[src/aiex_consts.vh]
// Constants for the add/AND execute slice: opcode fields, register map, flag bits, timing.
// Included by the execute slice and its arithmetic unit; definitions only.
`ifndef AIEX_CONSTS_VH
`define AIEX_CONSTS_VH

// Opcode fields of the 14-bit instruction word
`define AIEX_OP_TOP_LIT 2'h3
`define AIEX_OP_TOP_FILE 2'h0
`define AIEX_OP_ADD_LIT 3'h7
`define AIEX_OP_AND_LIT 4'h9
`define AIEX_OP_ADD_FILE 4'h7
`define AIEX_OP_AND_FILE 4'h5
`define AIEX_DEST_BIT 7

// Decoded operation codes
`define AIEX_DEC_NONE 3'h0
`define AIEX_DEC_ADD_LIT 3'h1
`define AIEX_DEC_AND_LIT 3'h2
`define AIEX_DEC_ADD_FILE 3'h3
`define AIEX_DEC_AND_FILE 3'h4

// Special file addresses
`define AIEX_TIMER_ADDR 7'h01
`define AIEX_PORT_A_ADDR 7'h05
`define AIEX_PORT_B_ADDR 7'h06

// Register byte offsets
`define AIEX_REG_CTRL 8'h00
`define AIEX_REG_WORK 8'h04
`define AIEX_REG_FLAGS 8'h08
`define AIEX_REG_ISSUE 8'h0C
`define AIEX_REG_COUNT 8'h10

// Register select codes
`define AIEX_SEL_CTRL 3'h0
`define AIEX_SEL_WORK 3'h1
`define AIEX_SEL_FLAGS 3'h2
`define AIEX_SEL_ISSUE 3'h3
`define AIEX_SEL_COUNT 3'h4
`define AIEX_SEL_NONE 3'h7

// Field positions
`define AIEX_CTRL_RUN 0
`define AIEX_CTRL_PSC_TMR 1
`define AIEX_FLAG_C 0
`define AIEX_FLAG_DC 1
`define AIEX_FLAG_Z 2
`define AIEX_FLAG_BADOP 3
`define AIEX_ISSUE_PEND 16

// Reset values
`define AIEX_CTRL_RESET 2'h1
`define AIEX_WORK_RESET 8'h00
`define AIEX_FLAGS_RESET 3'h0

// Timing: oscillator periods per instruction cycle
`define AIEX_PHASES 4
`define AIEX_PHASE_LAST 2'h3

// Bus answers
`define AIEX_RESP_OKAY 2'h0
`define AIEX_RESP_SLVERR 2'h2

`endif

[src/aiex_alu.v]
// Arithmetic unit of the add/AND execute slice: 8-bit add or AND with flag results.
// Purely combinational; the caller registers everything it drives out.
`timescale 1ns/10ps
`include "aiex_consts.vh"

module aiex_alu (
	input wire [7:0] op_a, // Working register value
	input wire [7:0] op_b, // Literal or file operand
	input wire do_and, // 1 = AND, 0 = add
	output reg [7:0] result, // 8-bit result
	output reg carry, // Carry out of bit 7
	output reg digit_carry, // Carry out of bit 3
	output reg zero // Result all zeros
);

	reg [8:0] sum;
	reg [4:0] low_sum;

	always @* begin
		sum = {1'b0, op_a} + {1'b0, op_b};
		low_sum = {1'b0, op_a[3:0]} + {1'b0, op_b[3:0]};
		if (do_and) begin
			result = op_a & op_b;
			carry = 1'b0;
			digit_carry = 1'b0;
		end else begin
			result = sum[7:0];
			carry = sum[8];
			digit_carry = low_sum[4];
		end
		zero = (result == 8'h00);
	end

endmodule

[src/aiex_exec.v]
// Execute slice for literal/file add and AND, with an AXI4-Lite register window.
// Assumes a fetch unit offering words on instr_valid/instr_word and a register file
// answering file_raddr on file_rdata within two clocks; aclk is the oscillator clock.
`timescale 1ns/10ps
`include "aiex_consts.vh"

// Function
// - Opcode 11 111x adds the literal to the working register and updates carry, digit carry and zero.
// - Opcode 11 1001 ANDs the literal into the working register and changes only zero.
// - Opcode 00 0111 adds the working register to the addressed file register and updates all three flags.
// - For file operations the result goes to the working register when the destination bit is 0, else to the file.
// - Opcode 00 0101 ANDs the working register with the file register, routes by destination and changes only zero.
// - Each of these instructions completes in one instruction cycle of four oscillator periods.
// - A file write-back to the timer register clears the prescaler when the prescaler is assigned to the timer.
// - When a port register is the source operand, the pin levels are used instead of the output latch.
module aiex_exec (
	input wire aclk, // Oscillator clock, 25 MHz
	input wire aresetn, // Synchronous reset, active low
	input wire ce, // Clock enable, freezes all state when low
	input wire [7:0] s_axi_awaddr, // Write address
	input wire s_axi_awvalid, // Write address valid
	output reg s_axi_awready, // Write address ready
	input wire [31:0] s_axi_wdata, // Write data
	input wire [3:0] s_axi_wstrb, // Write byte strobes
	input wire s_axi_wvalid, // Write data valid
	output reg s_axi_wready, // Write data ready
	output reg [1:0] s_axi_bresp, // Write response
	output reg s_axi_bvalid, // Write response valid
	input wire s_axi_bready, // Write response ready
	input wire [7:0] s_axi_araddr, // Read address
	input wire s_axi_arvalid, // Read address valid
	output reg s_axi_arready, // Read address ready
	output reg [31:0] s_axi_rdata, // Read data
	output reg [1:0] s_axi_rresp, // Read response
	output reg s_axi_rvalid, // Read data valid
	input wire s_axi_rready, // Read data ready
	input wire instr_valid, // Fetch unit offers a word
	input wire [13:0] instr_word, // Instruction word
	output reg instr_ack, // Word taken, one-clock pulse
	output reg [6:0] file_raddr, // File register read address
	input wire [7:0] file_rdata, // File register latch contents
	input wire [7:0] pin_level, // Pin levels of the addressed port
	output reg file_we, // File write strobe, one-clock pulse
	output reg [6:0] file_waddr, // File write address
	output reg [7:0] file_wdata, // File write data
	output reg prescaler_clear, // Prescaler clear, one-clock pulse
	output reg [7:0] work_out, // Working register
	output reg [2:0] flags_out, // Zero, digit carry, carry
	output reg exec_done // Instruction retired, one-clock pulse
);

	localparam PH_FETCH = 2'h0;
	localparam PH_READ = 2'h1;
	localparam PH_OPND = 2'h2;
	localparam PH_EXEC = 2'h3;

	function [2:0] aiex_decode;
		input [13:0] w;
		begin
			if (w[13:12] == `AIEX_OP_TOP_LIT && w[11:9] == `AIEX_OP_ADD_LIT)
				aiex_decode = `AIEX_DEC_ADD_LIT;
			else if (w[13:12] == `AIEX_OP_TOP_LIT && w[11:8] == `AIEX_OP_AND_LIT)
				aiex_decode = `AIEX_DEC_AND_LIT;
			else if (w[13:12] == `AIEX_OP_TOP_FILE && w[11:8] == `AIEX_OP_ADD_FILE)
				aiex_decode = `AIEX_DEC_ADD_FILE;
			else if (w[13:12] == `AIEX_OP_TOP_FILE && w[11:8] == `AIEX_OP_AND_FILE)
				aiex_decode = `AIEX_DEC_AND_FILE;
			else
				aiex_decode = `AIEX_DEC_NONE;
		end
	endfunction

	function [2:0] aiex_reg_sel;
		input [7:0] a;
		begin
			if (a[1:0] != 2'h0)
				aiex_reg_sel = `AIEX_SEL_NONE;
			else if (a == `AIEX_REG_CTRL)
				aiex_reg_sel = `AIEX_SEL_CTRL;
			else if (a == `AIEX_REG_WORK)
				aiex_reg_sel = `AIEX_SEL_WORK;
			else if (a == `AIEX_REG_FLAGS)
				aiex_reg_sel = `AIEX_SEL_FLAGS;
			else if (a == `AIEX_REG_ISSUE)
				aiex_reg_sel = `AIEX_SEL_ISSUE;
			else if (a == `AIEX_REG_COUNT)
				aiex_reg_sel = `AIEX_SEL_COUNT;
			else
				aiex_reg_sel = `AIEX_SEL_NONE;
		end
	endfunction

	reg [1:0] phase_reg;
	reg active_reg;
	reg [2:0] op_reg;
	reg [13:0] ir_reg;
	reg [7:0] operand_reg;
	reg [1:0] ctrl_reg;
	reg badop_reg;
	reg [13:0] issue_reg;
	reg issue_pend_reg;
	reg [15:0] count_reg;
	reg aw_held_reg;
	reg w_held_reg;
	reg [7:0] aw_addr_reg;
	reg [31:0] w_data_reg;
	reg [3:0] w_strb_reg;

	wire [13:0] pick_word = issue_pend_reg ? issue_reg : instr_word;
	wire have_word = issue_pend_reg | instr_valid;
	wire take_word = (phase_reg == PH_FETCH) & ctrl_reg[`AIEX_CTRL_RUN] & have_word;
	wire [6:0] fetch_addr = pick_word[6:0];
	wire is_port = (ir_reg[6:0] == `AIEX_PORT_A_ADDR) || (ir_reg[6:0] == `AIEX_PORT_B_ADDR);
	wire lit_op = (op_reg == `AIEX_DEC_ADD_LIT) || (op_reg == `AIEX_DEC_AND_LIT);
	wire and_op = (op_reg == `AIEX_DEC_AND_LIT) || (op_reg == `AIEX_DEC_AND_FILE);
	wire to_file = ~lit_op & ir_reg[`AIEX_DEST_BIT];
	wire [7:0] alu_b = lit_op ? ir_reg[7:0] : operand_reg;
	wire commit = active_reg & (phase_reg == PH_EXEC) & (op_reg != `AIEX_DEC_NONE);
	wire [7:0] alu_res;
	wire alu_c;
	wire alu_dc;
	wire alu_z;

	aiex_alu u_alu (
		.op_a(work_out),
		.op_b(alu_b),
		.do_and(and_op),
		.result(alu_res),
		.carry(alu_c),
		.digit_carry(alu_dc),
		.zero(alu_z)
	);

	wire do_wr = aw_held_reg & w_held_reg & ~s_axi_bvalid;
	wire [2:0] wr_sel = aiex_reg_sel(aw_addr_reg);
	wire wr_lane0 = do_wr & w_strb_reg[0];
	wire [2:0] rd_sel = aiex_reg_sel(s_axi_araddr);

	always @(posedge aclk) begin
		if (!aresetn) begin
			phase_reg <= PH_FETCH;
			active_reg <= 1'b0;
			op_reg <= `AIEX_DEC_NONE;
			ir_reg <= 14'h0000;
			operand_reg <= 8'h00;
			instr_ack <= 1'b0;
			file_raddr <= 7'h00;
			exec_done <= 1'b0;
		end else if (ce) begin
			phase_reg <= phase_reg + 2'h1;
			instr_ack <= 1'b0;
			exec_done <= 1'b0;
			case (phase_reg)
			PH_FETCH: begin
				if (take_word) begin
					ir_reg <= pick_word;
					op_reg <= aiex_decode(pick_word);
					active_reg <= 1'b1;
					file_raddr <= fetch_addr;
					instr_ack <= ~issue_pend_reg;
				end
			end
			PH_READ: begin
			end
			PH_OPND: begin
				operand_reg <= is_port ? pin_level : file_rdata;
			end
			default: begin
				active_reg <= 1'b0;
				exec_done <= active_reg;
			end
			endcase
		end
	end

	// Result steering and flag update
	always @(posedge aclk) begin
		if (!aresetn) begin
			work_out <= `AIEX_WORK_RESET;
			flags_out <= `AIEX_FLAGS_RESET;
			file_we <= 1'b0;
			file_waddr <= 7'h00;
			file_wdata <= 8'h00;
			prescaler_clear <= 1'b0;
			count_reg <= 16'h0000;
		end else if (ce) begin
			file_we <= 1'b0;
			prescaler_clear <= 1'b0;
			if (commit) begin
				count_reg <= count_reg + 16'h0001;
				if (to_file) begin
					file_we <= 1'b1;
					file_waddr <= ir_reg[6:0];
					file_wdata <= alu_res;
					if (ir_reg[6:0] == `AIEX_TIMER_ADDR && ctrl_reg[`AIEX_CTRL_PSC_TMR])
						prescaler_clear <= 1'b1;
				end else begin
					work_out <= alu_res;
				end
				flags_out[`AIEX_FLAG_Z] <= alu_z;
				if (!and_op) begin
					flags_out[`AIEX_FLAG_C] <= alu_c;
					flags_out[`AIEX_FLAG_DC] <= alu_dc;
				end
			end else if (wr_lane0 && wr_sel == `AIEX_SEL_WORK) begin
				work_out <= w_data_reg[7:0];
			end else if (wr_lane0 && wr_sel == `AIEX_SEL_FLAGS) begin
				flags_out <= w_data_reg[2:0];
			end
		end
	end

	// Control, issue and bad-opcode state
	always @(posedge aclk) begin
		if (!aresetn) begin
			ctrl_reg <= `AIEX_CTRL_RESET;
			issue_reg <= 14'h0000;
			issue_pend_reg <= 1'b0;
			badop_reg <= 1'b0;
		end else if (ce) begin
			if (wr_lane0 && wr_sel == `AIEX_SEL_CTRL)
				ctrl_reg <= w_data_reg[1:0];
			// A word written while one is still queued, even in the clock it is taken, is dropped
			if (do_wr && wr_sel == `AIEX_SEL_ISSUE && (w_strb_reg[1:0] == 2'h3) && !issue_pend_reg) begin
				issue_reg <= w_data_reg[13:0];
				issue_pend_reg <= 1'b1;
			end else if (take_word && issue_pend_reg) begin
				issue_pend_reg <= 1'b0;
			end
			// Set beats write-one-to-clear in the same clock
			if (active_reg && phase_reg == PH_EXEC && op_reg == `AIEX_DEC_NONE)
				badop_reg <= 1'b1;
			else if (wr_lane0 && wr_sel == `AIEX_SEL_FLAGS && w_data_reg[`AIEX_FLAG_BADOP])
				badop_reg <= 1'b0;
		end
	end

	// AXI4-Lite write channel, one write in flight
	always @(posedge aclk) begin
		if (!aresetn) begin
			s_axi_awready <= 1'b0;
			s_axi_wready <= 1'b0;
			s_axi_bvalid <= 1'b0;
			s_axi_bresp <= `AIEX_RESP_OKAY;
			aw_held_reg <= 1'b0;
			w_held_reg <= 1'b0;
			aw_addr_reg <= 8'h00;
			w_data_reg <= 32'h00000000;
			w_strb_reg <= 4'h0;
		end else if (ce) begin
			s_axi_awready <= ~aw_held_reg & ~(s_axi_awvalid & s_axi_awready) & ~s_axi_bvalid;
			s_axi_wready <= ~w_held_reg & ~(s_axi_wvalid & s_axi_wready) & ~s_axi_bvalid;
			if (s_axi_awvalid && s_axi_awready) begin
				aw_held_reg <= 1'b1;
				aw_addr_reg <= s_axi_awaddr;
			end
			if (s_axi_wvalid && s_axi_wready) begin
				w_held_reg <= 1'b1;
				w_data_reg <= s_axi_wdata;
				w_strb_reg <= s_axi_wstrb;
			end
			if (do_wr) begin
				aw_held_reg <= 1'b0;
				w_held_reg <= 1'b0;
				s_axi_bvalid <= 1'b1;
				// Count is read-only, so a write to it is refused too
				if (wr_sel == `AIEX_SEL_NONE || wr_sel == `AIEX_SEL_COUNT)
					s_axi_bresp <= `AIEX_RESP_SLVERR;
				else
					s_axi_bresp <= `AIEX_RESP_OKAY;
			end else if (s_axi_bvalid && s_axi_bready) begin
				s_axi_bvalid <= 1'b0;
			end
		end
	end

	// AXI4-Lite read channel, one read in flight
	always @(posedge aclk) begin
		if (!aresetn) begin
			s_axi_arready <= 1'b0;
			s_axi_rvalid <= 1'b0;
			s_axi_rdata <= 32'h00000000;
			s_axi_rresp <= `AIEX_RESP_OKAY;
		end else if (ce) begin
			s_axi_arready <= ~s_axi_rvalid & ~(s_axi_arvalid & s_axi_arready);
			if (s_axi_arvalid && s_axi_arready) begin
				s_axi_rvalid <= 1'b1;
				s_axi_rresp <= `AIEX_RESP_OKAY;
				s_axi_rdata <= 32'h00000000;
				if (rd_sel == `AIEX_SEL_CTRL)
					s_axi_rdata[1:0] <= ctrl_reg;
				else if (rd_sel == `AIEX_SEL_WORK)
					s_axi_rdata[7:0] <= work_out;
				else if (rd_sel == `AIEX_SEL_FLAGS)
					s_axi_rdata[3:0] <= {badop_reg, flags_out};
				else if (rd_sel == `AIEX_SEL_ISSUE)
					s_axi_rdata <= {15'h0000, issue_pend_reg, 2'h0, issue_reg};
				else if (rd_sel == `AIEX_SEL_COUNT)
					s_axi_rdata[15:0] <= count_reg;
				else
					s_axi_rresp <= `AIEX_RESP_SLVERR;
			end else if (s_axi_rvalid && s_axi_rready) begin
				s_axi_rvalid <= 1'b0;
			end
		end
	end

endmodule

[config.mk]
export PLATFORM = sky130hd
export DESIGN_NAME = aiex_exec
export DESIGN_NICKNAME = d
export VERILOG_FILES = /design/src/aiex_alu.v /design/src/aiex_exec.v
export VERILOG_INCLUDE_DIRS = /design/src /design/src/src
export SDC_FILE = /design/constraint.sdc
export NUM_CORES = 1
export LEC_CHECK = 0
export BUFFER_PORTS_ARGS = -buffer_cell sky130_fd_sc_hd__buf_2
export CAP_MARGIN = 0
export CELL_PAD_IN_SITES_DETAIL_PLACEMENT = 0
export CELL_PAD_IN_SITES_GLOBAL_PLACEMENT = 2
export CORE_MARGIN = 2
export CORE_UTILIZATION = 25
export DETAILED_ROUTE_END_ITERATION = 12
export GPL_ROUTABILITY_DRIVEN = 1
export GPL_TIMING_DRIVEN = 0
export PLACE_DENSITY_LB_ADDON = 0.1
export SYNTH_ARGS = -nofsm -noshare
export SYNTH_HDL_FRONTEND = slang
export SYNTH_SLANG_ARGS = --single-unit
[constraint.sdc]
create_clock -name aclk -period 3.1 [get_ports aclk]
set_clock_uncertainty 0.1 [all_clocks]
set_input_delay 0 -clock aclk [delete_from_list [all_inputs] [get_ports aclk]]
set_output_delay 0 -clock aclk [all_outputs]
set_load 0.005 [all_outputs]
# Word level (Yosys, flattened, before mapping)
# Index checks and enable logic that the tools add are counted.
# W data, S select, Z words.
# classes
mux	64
n_bitwise	28
add_sub_neg	4
n_eq_ne	36
n_reduce_logical	66
# op_table
op	count
$mux W8	7
$mux W3	17
$eq A8 B4 Y1 const B	4
$mux W16	2
$mux W30	1
$reduce_and A2 Y1	14
$logic_not A8 Y1	3
$mux W1	22
$logic_and A1 B1 Y1	20
$mux W2	10
$reduce_bool A2 Y1	10
$add A16 B1 Y16 const B	1
$and A1 B1 Y1	16
$eq A8 B3 Y1 const B	2
$eq A8 B5 Y1 const B	2
$eq A3 B2 Y1 const B	5
$eq A3 B3 Y1 const B	5
$reduce_and A3 Y1	5
$eq A7 B3 Y1 const B	2
$mux W14	1
$mux W13	1
$not A1 Y1	10
$add A8 B8 Y9	1
$eq A3 B1 Y1 const B	3
other kinds (21)	34
# word_totals
regBits	160
input_bits	91
output_inout_bits	78

# Longest topological paths before layout
# depth
depth_word	13
depth_mapped	12
ltp_nobuf	12

# Modules after synthesis
# A second synthesis with hierarchy kept.
# hier_totals
hier_cells	807
area_unflattened_um2	6855.3
# by_module_without_submodules
module	area_each_um2	instances	cells_per_inst
aiex_exec	6324.8	1	735
aiex_alu	530.5	1	72

# Least setup slack after synthesis
# Ideal clock, no wire load.
# synth_timing
path_type	register to register
from	register op_reg[0]
to	register work_out[6]
n_path_buf	0
setup_ns	0.070
path_slack_ns	-0.128
required_time_ns	2.930
path_stages_with_launch	13
t_arrival_ns	3.058
period_less_slack_ns	3.228
cell_sequence	dfxtp_1 -> xnor2_1 -> nor2_1 -> mux2_2 -> ha_1 -> fa_1 -> a211oi_1 -> o21bai_1 -> a21oi_1 -> xnor2_1 -> mux2i_1 -> a211o_1 -> a21oi_1
# synth_between
elab_chain_len	7
word_cells_on_any_way	18
classes_between	add/sub: 1; eq/ne: 4; mux: 4; bitwise: 4; reduce/logical: 5
# synth_lines
element	line_no	rtl
start, declared	aiex_exec.v:95	reg [2:0] op_reg;
start signal, assigned	aiex_exec.v:143	op_reg <= `AIEX_DEC_NONE;
start signal, assigned	aiex_exec.v:157	op_reg <= aiex_decode(pick_word);
$eq A3 B1 Y1 (no source line) / $eq A3 B2 Y1 (equally long branches)	--	
$logic_or A1 B1 Y1	aiex_exec.v:114	wire lit_op = (op_reg == `AIEX_DEC_ADD_LIT) || (op_reg == `AIEX_DEC_AND_LIT);
$mux W8	aiex_exec.v:117	wire [7:0] alu_b = lit_op ? ir_reg[7:0] : operand_reg;
$add A8 B8 Y9 / $and A8 B8 Y8 (equally long branches)	aiex_alu.v:20, aiex_alu.v:23	
$mux W8	aiex_alu.v:22	if (do_and) begin
$mux W8	aiex_exec.v:191	if (to_file) begin
$mux W8	aiex_exec.v:189	if (commit) begin
end signal, assigned	aiex_exec.v:179	work_out <= `AIEX_WORK_RESET;
end signal, assigned	aiex_exec.v:198	work_out <= alu_res;
end signal, assigned	aiex_exec.v:206	work_out <= w_data_reg[7:0];
end, declared	aiex_exec.v:47	output reg [7:0] work_out,
# Several ways; a longest one is shown, not always the timed one. The select of a mux whose other input is x is not followed.
# A chain may end at the register's enable or synchronous reset.

# Worst setup path in the final report
# Ends and elaborated chain as after synthesis.

==> flow_metrics.tcl <==
set metrics [dict create \
    status "complete, but fails checks" \
    violations "hold timing" \
    critPathMaxFanout 4 \
    slew_headroom_pct 33.7 \
    async_flop_share_pct 0 \
    drtIter0Drc 295 \
    netlist_instances 766 \
    dpl-instance-area_sq_um 7560 \
    r2r_setup_slack_ns 0.11 \
    setup_tns_ns 0 \
    numCtsBuffers 17 \
    num_vias 6164 \
    synth_edf_count 0 \
    die_h_microns 164 \
    largest_reg_flops 17 \
    max_freq_mhz 334 \
    setup_violations 0 \
    critPathCaptureType "register" \
    worst-path-buf-inv 0 \
    hold_slack_ns -0.00176 \
    grt_util_met2_pct 29.4 \
    slowest_delay_ns 0.37 \
    place.gp.congestion 0.789 \
    crit_family "compound AO/OA/AOI/OAI gates" \
    drv_cap 0 \
    hp-class "input port to register" \
    crit_type "register to register" \
    busiest_layer "met2" \
    synthFlopType "dfxtp_1" \
    syn_avg_cell_area_sq_um 8.40 \
    cts_tree "yes" \
    design_area_sq_um 8920 \
    synth_area_leaders "dfxtp_1 42%, mux2i_1 7.2%, nor2_1 6.5%" \
    drc 0 \
    insertion_delay_ns 0.42 \
    dr.pass1.iters 5 \
    worstPathCellList "xnor2_4, nor2_4, mux2_4, ha_4, fa_2, a211oi_2, o21bai_1, a21oi_2, xnor2_2, mux2i_4, a211o_1, a21oi_1" \
    irDropWorstVdd_v 0.000204 \
    cts-htree-levels 4 \
    chipWidth_microns 164 \
    yosysMostFrequentCell "dfxtp_1" \
    diodes 0 \
    ant_nets 0 \
    p_per_area_nw_per_um2 472 \
    core_area_sq_um 25300 \
    io_buffers 130 \
    grt_use_total_pct 17.9 \
    yosysTopAreaCell "dfxtp_1" \
    crit_arrival_ns 3.24 \
    areaGrowthSynthToFinish_pct 38.7 \
    post_drt_wl_per_cell_microns 17.9 \
    finalCriticalPeriod_ns 2.99 \
    post-route-period-util_pct 96.5 \
    viasPerCell 4.59 \
    grt_max_degree 17 \
    worst_slew_pin_slew_ns 0.994 \
    yosysUniqueCellTypes 63 \
    p_leak_nw 3.60 \
    startpoint_type "register" \
    clkTransAtPathRegs_ns 0.06 \
    met3_usage_pct 3.44 \
    cts_buffer_depth 2 \
    die-area_sq_um 27000 \
    drv_slew 0 \
    antenna_found_initial 0 \
    ys_seq_area_share_pct 42.3 \
    grtUsageMet1_pct 24.6 \
    required_ns 3.35 \
    num_io_pins 169 \
    netlist.area_leader.share_pct 42.3 \
    drive_gt1_share_pct 23.3 \
    wirelength_microns 24100 \
    nNetsFinal 1105 \
    grt_overflow 0 \
    fillers 2689 \
    grt_pass1_wl_microns 35800 \
    synth_common_cells "136 x dfxtp_1, 111 x nor2_1, 110 x nand2_1" \
    initial_core_util_pct 25.5 \
    cts_sinks 136 \
    cts_root_buffer "clkbuf_16" \
    rows 58 \
    synth_area_sq_um 6430 \
    ys_ff_latch 136 \
    yosysWarnings 0 \
    first_global_vias 5940 \
    dpl.hpwl_microns 18000 \
    hold_viol_final 1 \
    cp_slowest_cell "dfxtp_4" \
    rsz0062_at_grt "true" \
]
## cells by family after synthesis
kind of cell,share of synthesized area [%]
flops,42.3
fa+ha+maj,2.80
xor+xnor,3.13
simple gates,20.8
mux,9.43
compound gates,15.7
buf+inv,5.74
other cells,0.0583
## where the power goes
part / total (mW) / leakage (nW) / switching [mW] / internal (mW)
logic: 0.429 / 2.24 / 0.222 / 0.207
clock network: 1.97 / 0.264 / 0.828 / 1.14
registers: 1.82 / 1.10 / 0.0377 / 1.78
## worst min-delay path: cells and delay by family
| family | cells | cell delay (ns) |
|---|---|---|
| compound gates | 1 | 0.24 |
| mux | 1 | 0.12 |
| buf+inv | 1 | 0.10 |
## cell usage in the layout (no fill, tap or decap), drive strengths merged, types with 20 or more instances in the layout
cell	Yosys	final
buf	32	169
dfxtp	136	136
nor2	112	112
nand2	110	110
a21oi	75	75
dlygate4sd3	0	63
clkbuf	32	52
mux2i	46	46
o21ai	25	25
a211oi	21	21
nand3	20	20
## path summary, 6_finish.rpt
| kind | from | to | depth (start not counted) |
|---|---|---|---|
| setup / recovery | op_reg[0] | work_out[6] | 12 |
| hold reg to reg | s_axi_rdata[16] | s_axi_rdata[16] | 2 |
| setup reg to reg | op_reg[0] | work_out[6] | 12 |
| hold / removal | instr_word[3] | file_raddr[3] | 3 |
## through the flow
stage          hold slack [ns]  instances  power (mW)  setup WS, ns  utilization [%]
2_1_floorplan           0.0360        782        2.05        0.0177                -
3_3_place_gp             0.147       1242        2.21        -0.530             29.9
3_5_place_dp             0.148       1242        2.21        -0.501             29.9
4_1_cts                0.00549       1339        4.24       0.00732             34.8
5_1_grt                 0.0330       1343        4.39       -0.0276             35.3
6_report              -0.00176       1343        4.21         0.110             35.3
## what timing repair did
action,4_1_cts,5_1_grt
endpoints found under the setup margin,12,8
hold buffers,63,0
gates resized for setup,7,20
cloned,0,0
pin swaps,4,9
buffers inserted,3,4
hold endpoints to repair,51,0
## per-layer routing
layer	wire length (microns)	part of all wire, %	vias up
met4	144	0.60	0
met5	0	0	-
met3	941	3.9	9
li1	-	-	3119
met1	11800	49	2896
met2	11200	46	140
## layout make-up
cell class | instances | area, sq um | share of cell area, %
tap | 330 | 413 | 4.63
clock inverter | 11 | 101 | 1.14
timing repair buffer | 200 | 1340 | 15.0
clock buffer | 20 | 457 | 5.12
multi-input combinational | 575 | 3520 | 39.4
inverter | 7 | 26.3 | 0.294
buffer | 64 | 343 | 3.84
sequential | 136 | 2730 | 30.6
Note: power is estimated with default switching activity, not from simulation.
